`src/hdl/cfm_defines.svh`:
```
/*
 defines for the charge fault monitor: register byte offsets, field positions,
 reset values and timing counts. assumes a 50 MHz pclk.
*/
`ifndef CFM_DEFINES_SVH
`define CFM_DEFINES_SVH

`define CFM_CLK_HZ          50000000
`define CFM_SEC_CYCLES      (`CFM_CLK_HZ / 1)

`define CFM_OFF_CTRL        12'h000
`define CFM_OFF_FAULT_CFG   12'h004
`define CFM_OFF_REQ_VOLT    12'h008
`define CFM_OFF_REQ_AMP     12'h00c
`define CFM_OFF_OV_MARGIN   12'h010
`define CFM_OFF_OI_MARGIN   12'h014
`define CFM_OFF_OI_RECOV    12'h018
`define CFM_OFF_TIMES       12'h01c
`define CFM_OFF_DEPL_VOLT   12'h020
`define CFM_OFF_DEPL_RECOV  12'h024
`define CFM_OFF_OC_LIMIT    12'h028
`define CFM_OFF_MIN_DEV     12'h02c
`define CFM_OFF_STATUS      12'h030
`define CFM_OFF_CHG_OUT     12'h034
`define CFM_OFF_SURPLUS     12'h038

`define CFM_FC_OV_EN        0
`define CFM_FC_OI_EN        1
`define CFM_FC_OC_EN        2
`define CFM_FC_DEPL_EN      3

`define CFM_ST_OV           0
`define CFM_ST_OI           1
`define CFM_ST_DEPL         2
`define CFM_ST_OC           3
`define CFM_ST_TCA          4
`define CFM_ST_TDA          5
`define CFM_ST_CHG_OPEN     6
`define CFM_ST_DSG_OPEN     7
`define CFM_ST_BAL          8

`define CFM_RST_FAULT_CFG   4'h0
`define CFM_RST_OI_MARGIN   16'h01f4
`define CFM_RST_OI_RECOV    16'h0064
`define CFM_RST_OV_TIME     8'h02
`define CFM_RST_OI_TIME     8'h02
`define CFM_RST_DEPL_TIME   8'h02
`define CFM_RST_MIN_DEV     16'h06d6

`endif

```
`src/hdl/cfm_pkg.sv`:
```
/*
 types for the charge fault monitor.
 assumes cfm_defines.svh is available to users.
*/
`default_nettype none
package cfm_pkg;
   typedef struct packed {
      logic [15:0] volt_mv;
      logic [15:0] amp_ma;
      logic [15:0] avg_amp_ma;
      logic [15:0] rem_cap_mah;
      logic [15:0] full_capacity_value;
   } cfm_meas_t;

   typedef enum logic [1:0] {
      CFM_Q_IDLE,
      CFM_Q_RUN,
      CFM_Q_FAULT
   } cfm_qual_t;
endpackage
`default_nettype wire

```
`src/hdl/cfm_charge_monitor.sv`:
```
/*
 charge fault monitor: apb register slave, qualification timers for over-voltage,
 over-current and depleted voltage, surplus charge tracking, switch controls and
 balancing gate.
 assumes:
 - measurement inputs, charger and discharge state are synchronous to pclk
 - meas_update pulses once per new measurement set
 - one second is a fixed count of pclk cycles
 - the apb master needs no wait states
// Overview of operation
// balance only while discharging flag clear
// min deviation zero disables balancing
// bypass time from capacity delta times deviation
// start over-voltage timer at limit reached
// drop below limit resets over-voltage timer
// over-voltage expiry flags, opens charge switches
// charge faults set alarm, zero requests
// clear over-voltage at or below request
// both qualification times default two seconds
// zero qualification time trips immediately
// over-current timer starts and resets likewise
// over-current expiry flags, opens charge switches
// clear over-current at recovery average current
// over-current margin defaults 500 mA
// depleted voltage flags, discharge alarm, switch
// depleted fault only with charger present
// depleted time two seconds, zero disables
// charging above recovery clears depleted fault
// keep counting charge beyond full capacity
// surplus limit flags, zeros requests, opens
// switch enables reset to zero
// timers count seconds, checked per measurement
*/
`timescale 1ns/100ps
`default_nettype none
`include "cfm_defines.svh"

module cfm_charge_monitor (
   input  wire logic               pclk,
   input  wire logic               presetn,
   input  wire logic               psel,
   input  wire logic               penable,
   input  wire logic               pwrite,
   input  wire logic [11:0]        paddr,
   input  wire logic [31:0]        pwdata,
   output logic      [31:0]        prdata,
   output logic                    pready,
   output logic                    pslverr,
   input  wire cfm_pkg::cfm_meas_t meas,
   input  wire logic               meas_update,
   input  wire logic               charge_in,
   input  wire logic               discharging,
   input  wire logic               charger_present,
   input  wire logic [15:0]        cell_delta_mah,
   output logic                    charge_switch_on,
   output logic                    precharge_switch_on,
   output logic                    discharge_switch_on,
   output logic                    balance_on,
   output logic      [15:0]        req_volt_out,
   output logic      [15:0]        req_amp_out
);
   import cfm_pkg::*;

   // ==================================================
   // registers
   logic [3:0]  fault_cfg_reg;
   logic [15:0] req_volt_reg;
   logic [15:0] req_amp_reg;
   logic [15:0] ov_margin_reg;
   logic [15:0] oi_margin_reg;
   logic [15:0] oi_recov_reg;
   logic [7:0]  ov_time_reg;
   logic [7:0]  oi_time_reg;
   logic [7:0]  depl_time_reg;
   logic [15:0] depl_volt_reg;
   logic [15:0] depl_recov_reg;
   logic [15:0] oc_limit_reg;
   logic [15:0] min_dev_reg;
   logic [8:0]  status_reg;
   logic [31:0] surplus_reg;
   logic [31:0] sec_cnt_reg;
   logic        sec_tick;
   logic        ov_flag;
   logic        oi_flag;
   logic        depl_flag;
   logic        oc_flag;
   logic        wr_en;
   logic [31:0] rd_next;
   logic [31:0] bal_cnt_reg;

   assign wr_en   = psel & penable & pwrite;
   assign pready  = 1'b1;
   assign pslverr = psel & penable & ~addr_ok(paddr);

   function automatic logic addr_ok(input logic [11:0] a);
      addr_ok = (a <= `CFM_OFF_SURPLUS) && (a[1:0] == 2'b00);
   endfunction

   always_ff @(posedge pclk or negedge presetn) begin
      if (!presetn) begin
         fault_cfg_reg  <= `CFM_RST_FAULT_CFG;
         req_volt_reg   <= 16'h0000;
         req_amp_reg    <= 16'h0000;
         ov_margin_reg  <= 16'h0000;
         oi_margin_reg  <= `CFM_RST_OI_MARGIN;
         oi_recov_reg   <= `CFM_RST_OI_RECOV;
         ov_time_reg    <= `CFM_RST_OV_TIME;
         oi_time_reg    <= `CFM_RST_OI_TIME;
         depl_time_reg  <= `CFM_RST_DEPL_TIME;
         depl_volt_reg  <= 16'h0000;
         depl_recov_reg <= 16'h0000;
         oc_limit_reg   <= 16'h0000;
         min_dev_reg    <= `CFM_RST_MIN_DEV;
      end else if (wr_en) begin
         case (paddr)
            `CFM_OFF_FAULT_CFG:  fault_cfg_reg  <= pwdata[3:0];
            `CFM_OFF_REQ_VOLT:   req_volt_reg   <= pwdata[15:0];
            `CFM_OFF_REQ_AMP:    req_amp_reg    <= pwdata[15:0];
            `CFM_OFF_OV_MARGIN:  ov_margin_reg  <= pwdata[15:0];
            `CFM_OFF_OI_MARGIN:  oi_margin_reg  <= pwdata[15:0];
            `CFM_OFF_OI_RECOV:   oi_recov_reg   <= pwdata[15:0];
            `CFM_OFF_TIMES: begin
               ov_time_reg   <= pwdata[7:0];
               oi_time_reg   <= pwdata[15:8];
               depl_time_reg <= pwdata[23:16];
            end
            `CFM_OFF_DEPL_VOLT:  depl_volt_reg  <= pwdata[15:0];
            `CFM_OFF_DEPL_RECOV: depl_recov_reg <= pwdata[15:0];
            `CFM_OFF_OC_LIMIT:   oc_limit_reg   <= pwdata[15:0];
            `CFM_OFF_MIN_DEV:    min_dev_reg    <= pwdata[15:0];
            default: ;
         endcase
      end
   end

   // ==================================================
   // read mux
   always_comb begin
      rd_next = 32'h0000_0000;
      case (paddr)
         `CFM_OFF_FAULT_CFG:  rd_next = {28'h0000000, fault_cfg_reg};
         `CFM_OFF_REQ_VOLT:   rd_next = {16'h0000, req_volt_reg};
         `CFM_OFF_REQ_AMP:    rd_next = {16'h0000, req_amp_reg};
         `CFM_OFF_OV_MARGIN:  rd_next = {16'h0000, ov_margin_reg};
         `CFM_OFF_OI_MARGIN:  rd_next = {16'h0000, oi_margin_reg};
         `CFM_OFF_OI_RECOV:   rd_next = {16'h0000, oi_recov_reg};
         `CFM_OFF_TIMES:      rd_next = {8'h00, depl_time_reg, oi_time_reg, ov_time_reg};
         `CFM_OFF_DEPL_VOLT:  rd_next = {16'h0000, depl_volt_reg};
         `CFM_OFF_DEPL_RECOV: rd_next = {16'h0000, depl_recov_reg};
         `CFM_OFF_OC_LIMIT:   rd_next = {16'h0000, oc_limit_reg};
         `CFM_OFF_MIN_DEV:    rd_next = {16'h0000, min_dev_reg};
         `CFM_OFF_STATUS:     rd_next = {23'h000000, status_reg};
         `CFM_OFF_CHG_OUT:    rd_next = {req_amp_out, req_volt_out};
         `CFM_OFF_SURPLUS:    rd_next = surplus_reg;
         default:             rd_next = 32'h0000_0000;
      endcase
   end

   // captured in setup so the data stands through access
   always_ff @(posedge pclk or negedge presetn) begin
      if (!presetn) begin
         prdata <= 32'h0000_0000;
      end else if (psel & ~penable & ~pwrite) begin
         prdata <= rd_next;
      end
   end

   // ==================================================
   // one second time base
   // free running, so a timer's first second may be short
   always_ff @(posedge pclk or negedge presetn) begin
      if (!presetn) begin
         sec_cnt_reg <= 32'h0000_0000;
      end else if (sec_tick) begin
         sec_cnt_reg <= 32'h0000_0000;
      end else begin
         sec_cnt_reg <= sec_cnt_reg + 32'h0000_0001;
      end
   end
   assign sec_tick = (sec_cnt_reg == 32'(`CFM_SEC_CYCLES - 1));

   // ==================================================
   // qualification timers
   logic [16:0] ov_limit;
   logic [16:0] oi_limit;
   logic        ov_cond;
   logic        oi_cond;
   logic        depl_cond;
   logic        ov_clear;
   logic        oi_clear;
   logic        depl_clear;
   logic [7:0]  ov_sec_reg;
   logic [7:0]  oi_sec_reg;
   // one bit wider so a 255 s time can still be exceeded
   logic [8:0]  depl_sec_reg;
   logic        depl_en;

   assign ov_limit   = {1'b0, req_volt_reg} + {1'b0, ov_margin_reg};
   assign oi_limit   = {1'b0, req_amp_reg} + {1'b0, oi_margin_reg};
   assign ov_cond    = {1'b0, meas.volt_mv} >= ov_limit;
   assign oi_cond    = {1'b0, meas.amp_ma} >= oi_limit;
   assign ov_clear   = meas.volt_mv <= req_volt_reg;
   assign oi_clear   = meas.avg_amp_ma <= oi_recov_reg;
   assign depl_en    = depl_time_reg != 8'h00;
   assign depl_cond  = depl_en & charger_present & (meas.volt_mv <= depl_volt_reg);
   assign depl_clear = ~discharging & (meas.volt_mv >= depl_recov_reg);

   // over-voltage timer
   always_ff @(posedge pclk or negedge presetn) begin
      if (!presetn) begin
         ov_sec_reg <= 8'h00;
      end else if (meas_update & ~ov_cond) begin
         ov_sec_reg <= 8'h00;
      end else if (ov_cond & sec_tick & ~ov_flag & (ov_sec_reg < ov_time_reg)) begin
         ov_sec_reg <= ov_sec_reg + 8'h01;
      end
   end

   // set wins over clear in the same update
   always_ff @(posedge pclk or negedge presetn) begin
      if (!presetn) begin
         ov_flag <= 1'b0;
      end else if (meas_update & ov_cond & (ov_sec_reg >= ov_time_reg)) begin
         ov_flag <= 1'b1;
      end else if (meas_update & ov_clear) begin
         ov_flag <= 1'b0;
      end
   end

   // over-current timer
   always_ff @(posedge pclk or negedge presetn) begin
      if (!presetn) begin
         oi_sec_reg <= 8'h00;
      end else if (meas_update & ~oi_cond) begin
         oi_sec_reg <= 8'h00;
      end else if (oi_cond & sec_tick & ~oi_flag & (oi_sec_reg < oi_time_reg)) begin
         oi_sec_reg <= oi_sec_reg + 8'h01;
      end
   end

   // set wins over clear here as well
   always_ff @(posedge pclk or negedge presetn) begin
      if (!presetn) begin
         oi_flag <= 1'b0;
      end else if (meas_update & oi_cond & (oi_sec_reg >= oi_time_reg)) begin
         oi_flag <= 1'b1;
      end else if (meas_update & oi_clear) begin
         oi_flag <= 1'b0;
      end
   end

   // depleted voltage timer; must stay low more than the set time
   always_ff @(posedge pclk or negedge presetn) begin
      if (!presetn) begin
         depl_sec_reg <= 9'h000;
      end else if (meas_update & ~depl_cond) begin
         depl_sec_reg <= 9'h000;
      end else if (depl_cond & sec_tick & ~depl_flag & (depl_sec_reg <= {1'b0, depl_time_reg})) begin
         depl_sec_reg <= depl_sec_reg + 9'h001;
      end
   end

   always_ff @(posedge pclk or negedge presetn) begin
      if (!presetn) begin
         depl_flag <= 1'b0;
      end else if (meas_update & depl_cond & (depl_sec_reg > {1'b0, depl_time_reg})) begin
         depl_flag <= 1'b1;
      end else if (meas_update & depl_clear) begin
         depl_flag <= 1'b0;
      end
   end

   // ==================================================
   // surplus charge beyond full capacity
   logic        at_full;
   logic        surplus_inc;
   logic        oc_hit;
   assign at_full     = meas.rem_cap_mah >= meas.full_capacity_value;
   assign surplus_inc = meas_update & charge_in & ~discharging;
   // judged on the count this update leaves, so the flag sets on reaching
   assign oc_hit      = at_full & ((surplus_reg + 32'(surplus_inc)) >= {16'h0000, oc_limit_reg});

   // cleared whenever capacity drops below full
   always_ff @(posedge pclk or negedge presetn) begin
      if (!presetn) begin
         surplus_reg <= 32'h0000_0000;
      end else if (!at_full) begin
         surplus_reg <= 32'h0000_0000;
      end else if (surplus_inc) begin
         surplus_reg <= surplus_reg + 32'h0000_0001;
      end
   end

   always_ff @(posedge pclk or negedge presetn) begin
      if (!presetn) begin
         oc_flag <= 1'b0;
      end else if (meas_update & oc_hit) begin
         oc_flag <= 1'b1;
      end else if (meas_update & !at_full) begin
         oc_flag <= 1'b0;
      end
   end

   // ==================================================
   // switches, alarms and request outputs
   logic        chg_open;
   logic        dsg_open;
   logic        terminate_charge_alarm;
   logic        terminate_discharge_alarm;
   assign chg_open = (ov_flag & fault_cfg_reg[`CFM_FC_OV_EN])
                   | (oi_flag & fault_cfg_reg[`CFM_FC_OI_EN])
                   | (oc_flag & fault_cfg_reg[`CFM_FC_OC_EN]);
   assign dsg_open = depl_flag & fault_cfg_reg[`CFM_FC_DEPL_EN];
   assign terminate_charge_alarm      = ov_flag | oi_flag | oc_flag;
   assign terminate_discharge_alarm      = depl_flag;

   // reset closed: a fault opens a switch only while its enable is set
   always_ff @(posedge pclk or negedge presetn) begin
      if (!presetn) begin
         charge_switch_on    <= 1'b1;
         precharge_switch_on <= 1'b1;
         discharge_switch_on <= 1'b1;
         req_volt_out        <= 16'h0000;
         req_amp_out         <= 16'h0000;
      end else begin
         charge_switch_on    <= ~chg_open;
         precharge_switch_on <= ~chg_open;
         discharge_switch_on <= ~dsg_open;
         req_volt_out        <= terminate_charge_alarm ? 16'h0000 : req_volt_reg;
         req_amp_out         <= terminate_charge_alarm ? 16'h0000 : req_amp_reg;
      end
   end

   // ==================================================
   // cell balancing: bypass held for delta times deviation seconds
   logic bal_allow;
   assign bal_allow = ~discharging & (min_dev_reg != 16'h0000);

   // a new delta is taken only once the last bypass time ran out
   always_ff @(posedge pclk or negedge presetn) begin
      if (!presetn) begin
         bal_cnt_reg <= 32'h0000_0000;
      end else if (!bal_allow) begin
         bal_cnt_reg <= 32'h0000_0000;
      end else if (meas_update & (bal_cnt_reg == 32'h0000_0000)) begin
         bal_cnt_reg <= 32'(cell_delta_mah) * 32'(min_dev_reg);
      end else if (sec_tick & (bal_cnt_reg != 32'h0000_0000)) begin
         bal_cnt_reg <= bal_cnt_reg - 32'h0000_0001;
      end
   end

   always_ff @(posedge pclk or negedge presetn) begin
      if (!presetn) begin
         balance_on <= 1'b0;
      end else begin
         balance_on <= bal_allow & (bal_cnt_reg != 32'h0000_0000);
      end
   end

   // ==================================================
   // status word
   always_ff @(posedge pclk or negedge presetn) begin
      if (!presetn) begin
         status_reg <= 9'h000;
      end else begin
         status_reg <= {balance_on, dsg_open, chg_open,
                        terminate_discharge_alarm, terminate_charge_alarm, oc_flag,
                        depl_flag, oi_flag, ov_flag};
      end
   end
endmodule
`default_nettype wire

```
`config.mk`:
```
export PLATFORM = sky130hd
export DESIGN_NAME = cfm_charge_monitor
export DESIGN_NICKNAME = d
export VERILOG_FILES = /design/src/hdl/cfm_pkg.sv /design/src/hdl/cfm_charge_monitor.sv
export VERILOG_INCLUDE_DIRS = /design/src /design/src/hdl
export SDC_FILE = /design/constraint.sdc
export NUM_CORES = 1
export LEC_CHECK = 0
export ABC_AREA = 1
export ABC_CLOCK_PERIOD_IN_PS = 7800
export BUFFER_PORTS_ARGS = -buffer_cell sky130_fd_sc_hd__buf_2
export CAP_MARGIN = 20
export CORE_MARGIN = 8
export CORE_UTILIZATION = 60
export DETAILED_ROUTE_END_ITERATION = 8
export PLACE_DENSITY = 0.77
export SYNTH_ARGS = -nofsm -noshare
export SYNTH_HDL_FRONTEND = slang
export SYNTH_SLANG_ARGS = --single-unit
```
`constraint.sdc`:
```
create_clock -name pclk -period 7.8 [get_ports pclk]
set_input_delay 2.34 -clock pclk [delete_from_list [all_inputs] [get_ports pclk]]
set_output_delay 2.34 -clock pclk [all_outputs]
set_load 0.02 [all_outputs]
```
==> out/results.ini <==
[run_status]
status=completed

[global_route]
antenna_found_initial=0
globalRouteOverflowTotal=0
grtUsageTotal=0.319
grt_first_pass_wirelength_mm=159
grt_max_degree=151
grt_pass1_vias=29100

[logic_synthesis]
yosys.area.top_type=dfrtp_1
ys_top_cells_by_area=dfrtp_1 27%, nand2_1 12%, fa_1 12%, ha_1 11%, inv_1 9.1%
synth_edf_count=0
yosys-top-cells-count=1088 x nand2_1, 791 x inv_1, 351 x dfrtp_1
ys.flop_type=dfrtp_1
ys_seq_area_frac=0.285
synthesis.area_mm2=0.0327
synthesis.nets=4998
post_synth.cell_area_avg_um2=7.51
yosys_register_bits=372
synth.distinct_cells=59
yosysWarnings=0
syn_inst=4357
synth_top_area_frac=0.268
synth_most_common_cell=nand2_1
async_flop_share=1.00

[detailed_routing]
via_count=30100
ant_nets=0
drt_iter0_markers=3223
firstDrtPassIters=7
vias_per_cell=5.72
drc=0
drt-total-wl_mm=100
wl_per_cell_um=19.1

[layout]
fin_util=0.672
layout-drive-gt1-share=0.0987
instances_no_fill=5265
final_nets=5177
antennaDiodeCount=0
syn_to_final_growth_pct=10.7

[pwr]
ir_drop_v=0.000153
powerDensity_mw_per_mm2=126
p_leak_nw=19.4

[sta]
drv_slew=0
period_needed_ps=7500
rsz0062_at_grt=no
setup_viol_count_final=0
maxSlewHeadroom=0.279
fmax_mhz=133
fin_crit_sh=0.962
tightest_slew_ps=1080
finClkSkew_ps=15.9
finalHoldViolations=0
tns_ps=0

[critical_path]
timing.rr.start=min_dev_reg[11]$_DFFE_PN0P_
r2r_cells=19
required_ps=8220
cp.arrival_ps=7920
crit_type=input pin to register
startpoint_type=input pin
worst_setup_path_end_kind=register
r2r_slack_ps=1380
r2r_end=bal_cnt_reg[18]$_DFFE_PN0P_
crit_path_max_fanout=8

[min_path]
min_to=status_reg[8]$_DFF_PN0_
min_from=balance_on$_DFF_PN0_
hold_path.class=register to register
hold_path_depth=0

[clocking]
cts_tree=built
cts_num_sinks=372
root_buffer=clkbuf_16
holdBufCountCts=0
cts_resized=0
htree_levels=2
cts_buffers=42
cts_buffer_depth=3
post-cts-setup-buffer-count=0
clk_pin_slew_ps=60
clk_latency_ps=570

[place]
placed_cells=5186
dpl.hpwl_mm=78.1
gp_congestion=1.03
portBuffers=209

[floorplanning]
dieArea_mm2=0.0623
start_util=0.607
ios=219
core_region_area_mm2=0.0539
num_rows=85
die_h_um=250
dieWidth_um=250

[flow_run]
max_cap_viol_count=0

[cells in the final DEF (no fill, tap or decap), drive strengths merged, types with 3 or more instances in the layout]
cell	Yosys	routed
or2	5	5
buf	45	283
xor2	87	87
nand4	72	72
o21bai	7	7
o22ai	43	43
inv	801	803
xnor2	34	34
o2111ai	4	4
nand2	1098	1098
a21boi	7	7
nor3	63	63
bufinv	0	7
o221ai	11	11
fa	196	196
o21a	4	4
nor3b	3	3
mux2	8	8
nand3	248	248
dfstp	21	21
o211ai	12	12
a21oi	150	150
o21ai	321	321
a21o	4	4
nand3b	7	7
clkinv	6	9
dfrtp	351	351
nor2	304	304
clkbuf	103	63
ha	296	296
a211oi	19	19
nor4	17	17
[worst max-delay path, cell delays in order]
cell and delay, ps:
buf_2 250, nand2_1 120, fa_1 560, inv_1 50, fa_1 490, inv_1 50, fa_1 480, inv_1 60
fa_1 570, fa_1 570, inv_1 50, fa_1 550, inv_1 50, ha_1 320, a21oi_1 210, a21boi_0 360
o21bai_1 130, a21oi_1 180, nor2_1 50, nand3b_1 240, nand3_1 120, o21ai_0 100
[power breakdown]
part	leakage, nW	internal, mW	switching [mW]	total (mW)
logic	13.6	0.116	0.264	0.381
registers	5.08	1.94	0.00820	1.95
clock network	0.768	1.40	0.841	2.24
[logic make-up after synthesis]
| logic type | share of synthesized area |
|---|---|
| AO/OA/AOI/OAI | 0.0993 |
| XOR/XNOR | 0.0324 |
| adder cells (fa/ha/maj) | 0.233 |
| buffers and inverters | 0.112 |
| flip-flops | 0.285 |
| multiplexers | 0.00275 |
| other | 0.000115 |
| AND/OR/NAND/NOR | 0.235 |
[per-stage QoR]
stage	area (um2)	total power [mW]	setup WS, ps	hold slack (ps)
3_3_place_gp	34600	2.35	-127	407
2_1_floorplan	32700	2.17	171	374
6_report	36200	4.57	298	420
4_1_cts	36200	4.57	419	414
3_5_place_dp	34600	2.35	-140	396
5_1_grt	36200	4.70	76.6	433
[layer usage]
| metal | share of wire | GRT usage | vias up |
|---|---|---|---|
| met5 | 0 | 0 | - |
| met2 | 0.43 | 0.481 | 1474 |
| met4 | 0.044 | 0.128 | 0 |
| met3 | 0.11 | 0.0750 | 254 |
| li1 | - | - | 14100 |
| met1 | 0.42 | 0.440 | 14300 |
[final cells by class]
type | instances | area, um2
Fill cell | 4625 | 17700
Timing Repair Buffer | 283 | 1690
Tap cell | 696 | 871
Clock inverter | 14 | 258
Clock buffer | 63 | 1310
Sequential cell | 372 | 9340
Multi-Input combinational cell | 3030 | 19700
Inverter | 807 | 3040
[worst max path at each step]
stage / startpoint / to
2_1_floorplan: cell_delta_mah[5] / bal_cnt_reg[15]$_DFFE_PN0P_
3_3_place_gp: cell_delta_mah[5] / bal_cnt_reg[31]$_DFFE_PN0P_
3_5_place_dp: cell_delta_mah[5] / bal_cnt_reg[31]$_DFFE_PN0P_
4_1_cts: cell_delta_mah[5] / bal_cnt_reg[31]$_DFFE_PN0P_
5_1_grt: cell_delta_mah[5] / bal_cnt_reg[19]$_DFFE_PN0P_
6_report: cell_delta_mah[5] / bal_cnt_reg[19]$_DFFE_PN0P_
Note: power is estimated with default switching activity, not from simulation.
